`src/logic/irms_regs.svh`:
```
/*
 * Register map, field positions, reset values and timing counts.
 * Assumes inclusion by bare name from the package and the bench.
 */
`ifndef IRMS_REGS_SVH
`define IRMS_REGS_SVH

// ****************************************
// Bus address
// ****************************************
`define IRMS_TARGET_ADDR 7'h55

// ****************************************
// Register indices and resets
// ****************************************
`define IRMS_IDX_MOTION_STATUS 8'h00
`define IRMS_IDX_SOFT_POWER_DOWN 8'h01
`define IRMS_IDX_OPERATING_CONFIG 8'h11
`define IRMS_RST_SOFT_POWER_DOWN 8'h00
`define IRMS_RST_OPERATING_CONFIG 8'h00
`define IRMS_RST_MOTION_STATUS 8'h00
`define IRMS_READ_UNMAPPED 8'h00

// ****************************************
// Field positions
// ****************************************
`define IRMS_SSD_BIT 0
`define IRMS_MODE_BIT 0
`define IRMS_EC_MSB 3
`define IRMS_EC_LSB 1

// ****************************************
// Timing
// ****************************************
`define IRMS_CLK_SYS_KHZ 50000
`define IRMS_SCL_MAX_KHZ 400
`define IRMS_IRQ_HOLD_MS 10
`define IRMS_IRQ_HOLD_CYC (`IRMS_IRQ_HOLD_MS * `IRMS_CLK_SYS_KHZ)

`endif

```
`src/logic/irms_pkg.sv`:
```
/*
 * Types for the sensor register interface.
 * Assumes the register header sits on the include path.
 */
`default_nettype none
package irms_pkg;
	`include "irms_regs.svh"

	// ****************************************
	// Bus state
	// ****************************************
	typedef enum logic [3:0] {
		ST_IDLE,
		ST_ADDR,
		ST_ACK_ADDR,
		ST_INDEX,
		ST_ACK_INDEX,
		ST_WDATA,
		ST_ACK_WDATA,
		ST_RDATA,
		ST_RACK
	} irms_state_t;

	typedef enum logic [1:0] {
		EC_400MA,
		EC_280MA,
		EC_210MA,
		EC_70MA
	} irms_ec_level_t;
endpackage : irms_pkg
`default_nettype wire

```
`src/logic/irms_i2c_regs.sv`:
```
/*
 * Two-wire target interface and the three sensor registers.
 * Assumes scl and sda come asynchronously from pins, the direction
 * codes come from logic on clk_sys, and the pad resolves sda_oe.
 */
`timescale 1ns/1ps
`default_nettype none

// Notes on behaviour
// - Answer address 1010101, then direction bit
// - Work at any clock up to 400kHz
// - Sample data only while clock high
// - Start: data falls, clock high; compare address
// - Pull data low on ninth pulse if matched
// - Receive and acknowledge register index byte
// - Acknowledge data byte, store in indexed register
// - Stop: data rises, clock high; ends transfer
// - Repeated start with read returns indexed register; code returns status at index 00h and 00h for every other index
// - Status at index 00h, read only
// - Bits 3:2 give proximity direction
// - Bits 1:0 give lateral motion direction
// - Status bits 7:4 unused
// - Shutdown at 01h, bit 0, resets zero
// - Config at 11h, fields 3:1 and 0
// - Bit 0 low means shutdown; contents kept
// - Current code selects 400/280/210/70 mA
// - Config bit 0 selects proximity mode
// - Interrupt low on change; release read or 10ms
module irms_i2c_regs
	import irms_pkg::*;
#(
	parameter int unsigned IRQ_HOLD_CYC = `IRMS_IRQ_HOLD_CYC
) (
	input wire logic clk_sys,
	input wire logic rst_n,
	input wire logic scl_i,
	input wire logic sda_i,
	output logic sda_o,
	output logic sda_oe,
	input wire logic [1:0] proximity_direction,
	input wire logic [1:0] lateral_motion_direction,
	output logic soft_shutdown_n,
	output logic device_active,
	output logic [2:0] emitter_current_sel,
	output irms_ec_level_t emitter_level,
	output logic proximity_mode,
	output logic irq_out_n
);

	// ****************************************
	// Pin synchronisers
	// ****************************************
	logic scl_m_r, scl_s_r, scl_q_r;
	logic sda_m_r, sda_s_r, sda_q_r;

	// Third stage only feeds edge detection
	always_ff @(posedge clk_sys or negedge rst_n) begin
		if (!rst_n) begin
			{scl_m_r, scl_s_r, scl_q_r} <= 3'h7;
			{sda_m_r, sda_s_r, sda_q_r} <= 3'h7;
		end else begin
			{scl_m_r, scl_s_r, scl_q_r} <= {scl_i, scl_m_r, scl_s_r};
			{sda_m_r, sda_s_r, sda_q_r} <= {sda_i, sda_m_r, sda_s_r};
		end
	end

	wire scl_rise = scl_s_r & ~scl_q_r;
	wire scl_fall = ~scl_s_r & scl_q_r;
	wire scl_held = scl_s_r & scl_q_r;
	wire start_det = scl_held & sda_q_r & ~sda_s_r;
	wire stop_det = scl_held & ~sda_q_r & sda_s_r;

	// ****************************************
	// Bus state machine
	// ****************************************
	irms_state_t state_r, state_nxt;
	logic [3:0] cnt_r, cnt_nxt;
	logic [7:0] shift_r, shift_nxt;
	logic [7:0] index_r, index_nxt;
	logic rw_r, rw_nxt;
	logic drive_r, drive_nxt;
	logic nack_r, nack_nxt;
	logic wr_pulse, rd_status;

	logic [7:0] status_r;
	logic [7:0] sd_reg_r;
	logic [7:0] cfg_reg_r;

	function automatic logic idx_is(input logic [7:0] idx, input logic [7:0] ref_idx);
		idx_is = (idx == ref_idx);
	endfunction : idx_is

	wire [7:0] shift_in = {shift_r[6:0], sda_s_r};
	wire addr_match = (shift_r[7:1] == `IRMS_TARGET_ADDR);
	wire [7:0] read_data = idx_is(index_r, `IRMS_IDX_MOTION_STATUS) ? status_r :
		`IRMS_READ_UNMAPPED;
	wire byte_done = (cnt_r == 4'h8);

	always_comb begin
		state_nxt = state_r;
		cnt_nxt = cnt_r;
		shift_nxt = shift_r;
		index_nxt = index_r;
		rw_nxt = rw_r;
		drive_nxt = drive_r;
		nack_nxt = nack_r;
		wr_pulse = 1'b0;
		rd_status = 1'b0;
		if (start_det) begin
			// Repeated start keeps the index for the read phase
			state_nxt = ST_ADDR;
			cnt_nxt = 4'h0;
			drive_nxt = 1'b0;
		end else if (stop_det) begin
			state_nxt = ST_IDLE;
			drive_nxt = 1'b0;
		end else if (scl_rise) begin
			unique case (state_r)
				ST_ADDR, ST_INDEX, ST_WDATA: begin
					shift_nxt = shift_in;
					cnt_nxt = cnt_r + 4'h1;
				end
				ST_RDATA: cnt_nxt = cnt_r + 4'h1;
				ST_RACK: nack_nxt = sda_s_r;
				default: ;
			endcase
		end else if (scl_fall) begin
			unique case (state_r)
				ST_ADDR: if (byte_done) begin
					if (addr_match) begin
						state_nxt = ST_ACK_ADDR;
						drive_nxt = 1'b1;
						rw_nxt = shift_r[0];
					end else begin
						state_nxt = ST_IDLE;
					end
				end
				ST_ACK_ADDR: begin
					cnt_nxt = 4'h0;
					if (rw_r) begin
						state_nxt = ST_RDATA;
						shift_nxt = read_data;
						drive_nxt = ~read_data[7];
						rd_status = idx_is(index_r, `IRMS_IDX_MOTION_STATUS);
					end else begin
						state_nxt = ST_INDEX;
						drive_nxt = 1'b0;
					end
				end
				ST_INDEX: if (byte_done) begin
					index_nxt = shift_r;
					state_nxt = ST_ACK_INDEX;
					drive_nxt = 1'b1;
				end
				ST_ACK_INDEX, ST_ACK_WDATA: begin
					state_nxt = ST_WDATA;
					cnt_nxt = 4'h0;
					drive_nxt = 1'b0;
				end
				ST_WDATA: if (byte_done) begin
					wr_pulse = 1'b1;
					state_nxt = ST_ACK_WDATA;
					drive_nxt = 1'b1;
				end
				ST_RDATA: begin
					if (byte_done) begin
						state_nxt = ST_RACK;
						drive_nxt = 1'b0;
					end else begin
						shift_nxt = {shift_r[6:0], 1'b0};
						drive_nxt = ~shift_r[6];
					end
				end
				ST_RACK: begin
					cnt_nxt = 4'h0;
					if (nack_r) begin
						state_nxt = ST_IDLE;
					end else begin
						state_nxt = ST_RDATA;
						shift_nxt = read_data;
						drive_nxt = ~read_data[7];
						rd_status = idx_is(index_r, `IRMS_IDX_MOTION_STATUS);
					end
				end
				default: ;
			endcase
		end
	end

	always_ff @(posedge clk_sys or negedge rst_n) begin
		if (!rst_n) begin
			state_r <= ST_IDLE;
			cnt_r <= 4'h0;
			shift_r <= 8'h00;
			index_r <= 8'h00;
			rw_r <= 1'b0;
			drive_r <= 1'b0;
			nack_r <= 1'b1;
		end else begin
			state_r <= state_nxt;
			cnt_r <= cnt_nxt;
			shift_r <= shift_nxt;
			index_r <= index_nxt;
			rw_r <= rw_nxt;
			drive_r <= drive_nxt;
			nack_r <= nack_nxt;
		end
	end

	// Open drain: only ever pulls low
	assign sda_o = 1'b0;
	assign sda_oe = drive_r;

	// ****************************************
	// Registers
	// ****************************************
	wire wr_sd = wr_pulse & idx_is(index_r, `IRMS_IDX_SOFT_POWER_DOWN);
	wire wr_cfg = wr_pulse & idx_is(index_r, `IRMS_IDX_OPERATING_CONFIG);
	wire [7:0] status_nxt = {4'h0, proximity_direction, lateral_motion_direction};
	wire status_chg = (status_nxt != status_r);

	// Status resets to zero only so simulation starts defined
	always_ff @(posedge clk_sys or negedge rst_n) begin
		if (!rst_n) begin
			status_r <= `IRMS_RST_MOTION_STATUS;
			sd_reg_r <= `IRMS_RST_SOFT_POWER_DOWN;
			cfg_reg_r <= `IRMS_RST_OPERATING_CONFIG;
		end else begin
			status_r <= status_nxt;
			if (wr_sd) sd_reg_r <= shift_r;
			if (wr_cfg) cfg_reg_r <= shift_r;
		end
	end

	// Shutdown gates activity only; registers keep contents
	assign soft_shutdown_n = sd_reg_r[`IRMS_SSD_BIT];
	assign device_active = sd_reg_r[`IRMS_SSD_BIT];
	assign emitter_current_sel = cfg_reg_r[`IRMS_EC_MSB:`IRMS_EC_LSB];
	assign emitter_level = emitter_current_sel[2] ? EC_70MA :
		emitter_current_sel[1] ? EC_210MA :
		emitter_current_sel[0] ? EC_280MA : EC_400MA;
	assign proximity_mode = cfg_reg_r[`IRMS_MODE_BIT];

	// ****************************************
	// Interrupt
	// ****************************************
	logic irq_r;
	logic [31:0] irq_cnt_r;
	wire irq_timeout = irq_r & (irq_cnt_r >= IRQ_HOLD_CYC - 1);

	// A change in the clearing cycle keeps the line low
	always_ff @(posedge clk_sys or negedge rst_n) begin
		if (!rst_n) begin
			irq_r <= 1'b0;
			irq_cnt_r <= 32'h0;
		end else begin
			if (status_chg) irq_r <= 1'b1;
			else if (rd_status | irq_timeout) irq_r <= 1'b0;
			// Clearing on release too keeps the count below the hold
			if (status_chg | ~irq_r | rd_status | irq_timeout) irq_cnt_r <= 32'h0;
			else irq_cnt_r <= irq_cnt_r + 32'h1;
		end
	end

	assign irq_out_n = ~irq_r;
endmodule : irms_i2c_regs

`default_nettype wire

```
`config.mk`:
```
export PLATFORM = sky130hd
export DESIGN_NAME = irms_i2c_regs
export DESIGN_NICKNAME = d
export VERILOG_FILES = /design/src/logic/irms_pkg.sv /design/src/logic/irms_i2c_regs.sv
export VERILOG_INCLUDE_DIRS = /design/src /design/src/logic
export SDC_FILE = /design/constraint.sdc
export NUM_CORES = 1
export LEC_CHECK = 0
export BUFFER_PORTS_ARGS = -buffer_cell sky130_fd_sc_hd__buf_4
export CAP_MARGIN = 20
export CORE_MARGIN = 4
export CORE_UTILIZATION = 40
export CTS_CLUSTER_SIZE = 12
export DETAILED_ROUTE_END_ITERATION = 16
export GPL_ROUTABILITY_DRIVEN = 0
export MAX_ROUTING_LAYER = met4
export PLACE_DENSITY = 0.6
export SYNTH_ARGS = -nofsm -noshare
export SYNTH_HDL_FRONTEND = slang
export SYNTH_SLANG_ARGS = --single-unit
export TNS_END_PERCENT = 100
```
`constraint.sdc`:
```
create_clock -name clk_sys -period 5 [get_ports clk_sys]
set_input_delay 0 -clock clk_sys [delete_from_list [all_inputs] [get_ports clk_sys]]
set_output_delay 0 -clock clk_sys [all_outputs]
set_load 0.05 [all_outputs]
```
==> flow_summary.yaml, run 1 <==
outcome:
  outcome: "finished clean"
logic_synthesis:
  syn_area_um2: 3730
  avgSynthCellArea_um2: 10.9
  syn_inst: 343
  ys_types: 61
  yosys_warnings: 0
  synth-seq-cells: 75
  synth-edff-count: 0
  ys.flop_type: "dfrtp_1"
  ys_seq_area_frac: 0.506
  async_reset_ff_frac: 1.00
sta:
  finalCritPeriodShare: 0.518
  setup_viol: 0
  fin_skew_ns: 0.00547
  hold_viol_final: 0
  finalSetupTns_ns: 0
  slew-limit-headroom: 0.384
  slew_viol_final: 0
  max_freq_mhz: 386
  rsz0062_at_grt: "false"
  period_needed_ns: 2.59
  tightest_slew_ns: 0.924
global_routing:
  grt_pass1_wl_um: 12700
  grt_pass1_vias: 2619
  gr-total-overflow: 0
  grt_usage: 0.148
  antenna_found_initial: 0
  grt_max_degree: 76
clock_tree:
  cts.sink_count: 75
  clk_pin_slew_ns: 0.08
  clock-root-buffer: "clkbuf_8"
  cts-htree-levels: 3
  clock_latency_ns: 0.35
  cts_setup_buffers: 0
  cts_tree: "yes"
  cts_made_buffers: 9
  max-clock-path-buffers: 2
critical_path:
  worstPathArrival_ns: 2.83
  critPathKind: "flip-flop to flip-flop"
  start_kind: "flip-flop"
  worst_setup_path_end_kind: "flip-flop"
  crit_fanout: 14
  required_ns: 5.24
place:
  place_area_um2: 3960
  hpwlAfterDp_um: 4920
  dpl.cell_count: 466
  place.port_buffers: 17
worst_hold_path:
  min_path_type: "primary input to flip-flop"
layout:
  finalInstanceArea_um2: 4270
  fillers: 837
  seq_area_um2: 1890
  drive_gt1_frac: 0.181
  final_cells: 489
  layout_commonest_cell: "dfrtp_1"
  antenna_cells: 0
  nNetsFinal: 390
  syn2layout_area_growth_pct: 14.5
  multi_input_area_um2: 1760
  final_cell_mix: "dfrtp_1 (68), nor2_1 (39), nand2_1 (32)"
floorplanning:
  die_area_um2: 10900
  row_count: 34
  fp.dieW_um: 105
  io_pins: 19
  die_h_um: 105
  initial_core_util: 0.420
  core_um2: 8890
flow_run:
  maxCapViolations: 0
power:
  powerDensity_nw_per_um2: 334
  p_int_mw: 1.05
  swShare: 0.262
  pwr-share-seq: 0.504
  ir_drop_v: 0.000179
  combPwrFrac: 0.093
  p_clk_frac: 0.403
  p_sw_mw: 0.373
  p_leak_nw: 1.89
route:
  drc: 0
  wl_per_cell_um: 15.0
  num_vias: 2594
  dr.pass1.iters: 4
  postRouteAntennaNets: 0
  via_per_inst: 5.30
  drtIter0Drc: 91
  wl_um: 7340
[critical path: stages (launching register included)]
cell and delay (ns):
dfstp_2 0.55, inv_1 0.04, ha_1 0.31, and2b_1 0.42, nand3_4 0.13, nor4_4 0.67
mux2_4 0.35
[synthesized netlist by cell type (3+ instances only)]
library cell  number  share of area
mux2_2             3         0.0091
and3_1             3         0.0050
nor2_1            39          0.039
ha_1               6          0.020
xor2_1            16          0.038
buf_2              9          0.012
o21ai_1            4         0.0054
inv_1             13          0.013
nand4_1            7          0.012
or3_1              3         0.0050
dfrtp_1           68           0.46
nand4b_1           3         0.0070
nand2_1           32          0.032
o31ai_1            4         0.0081
dfstp_2            7          0.049
nor3_1             8          0.011
o41ai_1            3         0.0070
a21oi_1            7         0.0094
buf_4              3         0.0060
a31oi_1            5         0.0084
mux2_4            16          0.064
a32o_1             5          0.013
o21ai_0            7         0.0094
a21o_1             3         0.0060
nand3_1           12          0.016
nor4_1             5         0.0084
o31a_1             3         0.0070
xnor2_1            7          0.016
[cell type report]
cell class                      instances  share of cell area
Clock inverter                          7              0.0284
Sequential cell                        75               0.442
Timing Repair Buffer                   24              0.0463
Multi-Input combinational cell        253               0.412
Inverter                               13              0.0114
Clock buffer                            9              0.0290
Tap cell                              108              0.0316
[worst paths after layout]
kind,end,start,slack (ns),cells after the start
max,index_r[3],scl_q_r,2.41,6
min,scl_m_r,scl_i,0.29,2
max reg2reg,index_r[3],scl_q_r,2.41,6
min reg2reg,sda_s_r,sda_m_r,0.36,0
max in group asynchronous,cnt_r[2],rst_n,4.08,2
min in group asynchronous,index_r[2],rst_n,0.32,2
[repair_timing]
action	4_1_cts	5_1_grt
hold endpoints to repair	74	0
resized for setup	0	0
hold buffers	7	0
[power by group through the flow]
stage,clock network [mW],logic (mW),registers [mW]
3_3_place_gp,0,0.126,0.728
6_report,0.575,0.132,0.718
4_1_cts,0.594,0.135,0.718
3_5_place_dp,0,0.130,0.728
2_1_floorplan,0,0.105,0.698
5_1_grt,0.624,0.152,0.727
[state kept, by name (all words and copies together) (netlist names), 4 cells and up]
register and cells:
cfg_reg_r 4, cnt_r 4, index_r 8, irq_cnt_r 32
shift_r 8, state_r 4, status_r 4
[logic make-up (layout without fill, tap and decap cells)]
group,Yosys count,count (layout),share of synthesized area
and+or+nand+nor,137,137,0.199
DFF,75,75,0.506
AOI/OAI and AO/OA,54,54,0.110
buffers and inverters,28,53,0.0362
xor gates and xnor gates,23,23,0.0540
muxes,19,19,0.0735
adders and majority gates,6,6,0.0201
other,1,14,0.00101
[through the flow]
step	setup WS [ns]	util	hold WS (ns)	power, mW
3_3_place_gp	2.49	0.445	0.113	0.854
2_1_floorplan	2.79	-	-0.296	0.804
5_1_grt	2.28	0.480	0.275	1.50
6_report	2.41	0.480	0.291	1.43
4_1_cts	2.42	0.480	0.279	1.45
3_5_place_dp	2.43	0.445	0.110	0.859
[metal layers]
metal	vias up	part of all wire	global-route usage
met5	-	0	-
met4	0	0.013	0.0513
met3	9	0.038	0.0364
met2	43	0.47	0.230
met1	1274	0.48	0.189
li1	1268	-	-
(Power assumes the default switching activity.)
==> inputs of run 2 (changes only) <==
==> constraint.sdc (replaced) <==
create_clock -name clk_sys -period 2.5 [get_ports clk_sys]
set_input_delay 0 -clock clk_sys [delete_from_list [all_inputs] [get_ports clk_sys]]
set_output_delay 0 -clock clk_sys [all_outputs]
set_load 0.05 [all_outputs]
==> run 2 against run 1 <==
Clock skew rose by 0.0026 ns. Highest routed layer unchanged. Total power rose by 82%. Final cell count rose by 2.5%. Core utilization rose by 0.35 points. Combinational power rose by 120%. Sequential cell count did not move. Cell area rose by 0.73%. Critical path depth fell by 1. Clock power rose by 56%. Non-clock buffer count rose by 12. Largest cell class unchanged.
==> flow_summary.yaml, run 2 (synthesized netlist as in run 1, its figures left out) <==
worst_hold_path:
  min_path_type: "primary input to flip-flop"
  hold_path_depth: 2
sta:
  tightest_slew_ns: 0.914
  rsz0062_at_grt: "false"
  max_freq_mhz: 453
  finalSetupTns_ns: 0
  fin_skew_ns: 0.00810
  finalCritPeriodShare: 0.882
  slew-limit-headroom: 0.390
  setup_viol: 0
  period_needed_ns: 2.21
  hold_viol_final: 0
  slew_viol_final: 0
critical_path:
  path_cells: "nand4b_2 -> o2bb2a_4 -> o2111a_2 -> o21ai_4 -> mux2_4"
  max_stage_delay_ns: 0.67
  regToRegSetupSlack_ns: 0.29
  crit_fanout: 13
  crit_path_start: "state_r[1]"
  r2r_start: "state_r[1]"
  required_ns: 2.74
  worstPathArrival_ns: 2.44
  start_kind: "flip-flop"
  crit_slowest_cell: "dfrtp_1"
  r2r-end: "shift_r[1]"
  cp-endpoint: "shift_r[1]"
  rr_worst_depth: 5
  worst_setup_path_end_kind: "flip-flop"
  critPathKind: "flip-flop to flip-flop"
clock_tree:
  max-clock-path-buffers: 2
  cts.sink_count: 75
  cts-htree-levels: 3
  cts_tree: "yes"
  clk_pin_slew_ns: 0.08
  clock_latency_ns: 0.35
  cts_made_buffers: 9
  cts_setup_buffers: 0
  clock-root-buffer: "clkbuf_8"
layout:
  antenna_cells: 0
  fillers: 828
  layout_commonest_cell: "dfrtp_1"
  nNetsFinal: 402
  largest-register: "irq_cnt_r"
  largest_reg_flops: 32
  drive_gt1_frac: 0.198
  final_cell_mix: "dfrtp_1 (68), nor2_1 (39), nand2_1 (32)"
  syn2layout_area_growth_pct: 15.3
  reg_top3: "irq_cnt_r: 32 flops, index_r: 8 flops, shift_r: 8 flops"
floorplanning:
  row_count: 34
  core_um2: 8890
  fp.dieW_um: 105
  initial_core_util: 0.420
  die_area_um2: 10900
  die_h_um: 105
  io_pins: 19
outcome:
  outcome: "finished clean"
route:
  dr.pass1.iters: 5
  num_vias: 2630
  drc: 0
  wl_um: 7270
  via_per_inst: 5.25
  postRouteAntennaNets: 0
  wl_per_cell_um: 14.5
  drtIter0Drc: 150
power:
  ir_drop_v: 0.000264
  powerDensity_nw_per_um2: 605
  power_mw: 2.60
  p_leak_nw: 1.92
place:
  place.port_buffers: 17
  hpwlAfterDp_um: 5060
global_routing:
  antenna_found_initial: 0
  grt_max_degree: 76
  grt_usage: 0.150
  gr-total-overflow: 0
  grt_pass1_wl_um: 12900
  grt_pass1_vias: 2685
flow_run:
  maxCapViolations: 0
## run 2: cell count changes in the layout (fill, tap and decap cells not counted), sizes merged
cell / before / now
bufinv: 3 / 1
inv: 15 / 13
buf: 17 / 29
clkbuf: 9 / 12
clkinvlp: 0 / 1
## run 2: repair_timing
action,in CTS,in global routing
endpoints found under the hold margin,74,0
gates resized for setup,0,0
hold buffers,7,0
## run 2: layout make-up
type | count | area, um2 | area share
inverter | 13 | 48.8 | 0.0113
tap | 108 | 135 | 0.0314
clock buffer | 12 | 135 | 0.0314
clock inverter | 4 | 51.3 | 0.0119
multi-input combinational | 253 | 1760 | 0.409
sequential | 75 | 1890 | 0.438
timing repair buffer | 36 | 288 | 0.0669
## run 2: power by group
group          switching, mW  internal (mW)  total (mW)
clock                  0.435          0.462       0.898
combinational          0.146          0.139       0.285
sequential             0.112           1.31        1.42
total                  0.694           1.91        2.60
## run 2: metrics by stage
step           std cells  hold WS, ns  worst slack, ns  area [um2]   util
2_1_floorplan        356       -0.296            0.290        3780      -
3_3_place_gp         478        0.109            0.332        4050  0.455
3_5_place_dp         478        0.110            0.293        4050  0.455
4_1_cts              501        0.278            0.276        4300  0.484
5_1_grt              501        0.301            0.101        4300  0.484
6_report             501        0.294            0.295        4300  0.484
## run 2: worst min-delay path by stage
stage	slack (ns)	startpoint	end
after floorplan	-0.30	rst_n	cfg_reg_r[0]
after global placement	0.11	sda_i	sda_m_r
after detailed placement	0.11	sda_i	sda_m_r
after CTS	0.28	sda_i	sda_m_r
after global routing	0.30	sda_i	sda_m_r
final	0.29	sda_i	sda_m_r
## run 2: critical path, delay by kind of cell (launching register included)
kind	cells	cell delay [ns]
AO/OA/AOI/OAI	3	0.75
multiplexers	1	0.33
flip-flops	1	0.67
AND/OR/NAND/NOR	1	0.33
## run 2: metal layers
metal / GRT usage / vias to the layer above / part of all wire
met3: 0.0401 / 19 / 0.040
li1: - / 1293 / -
met4: 0.0627 / 0 / 0.021
met1: 0.181 / 1258 / 0.47
met2: 0.239 / 60 / 0.47
met5: - / - / 0
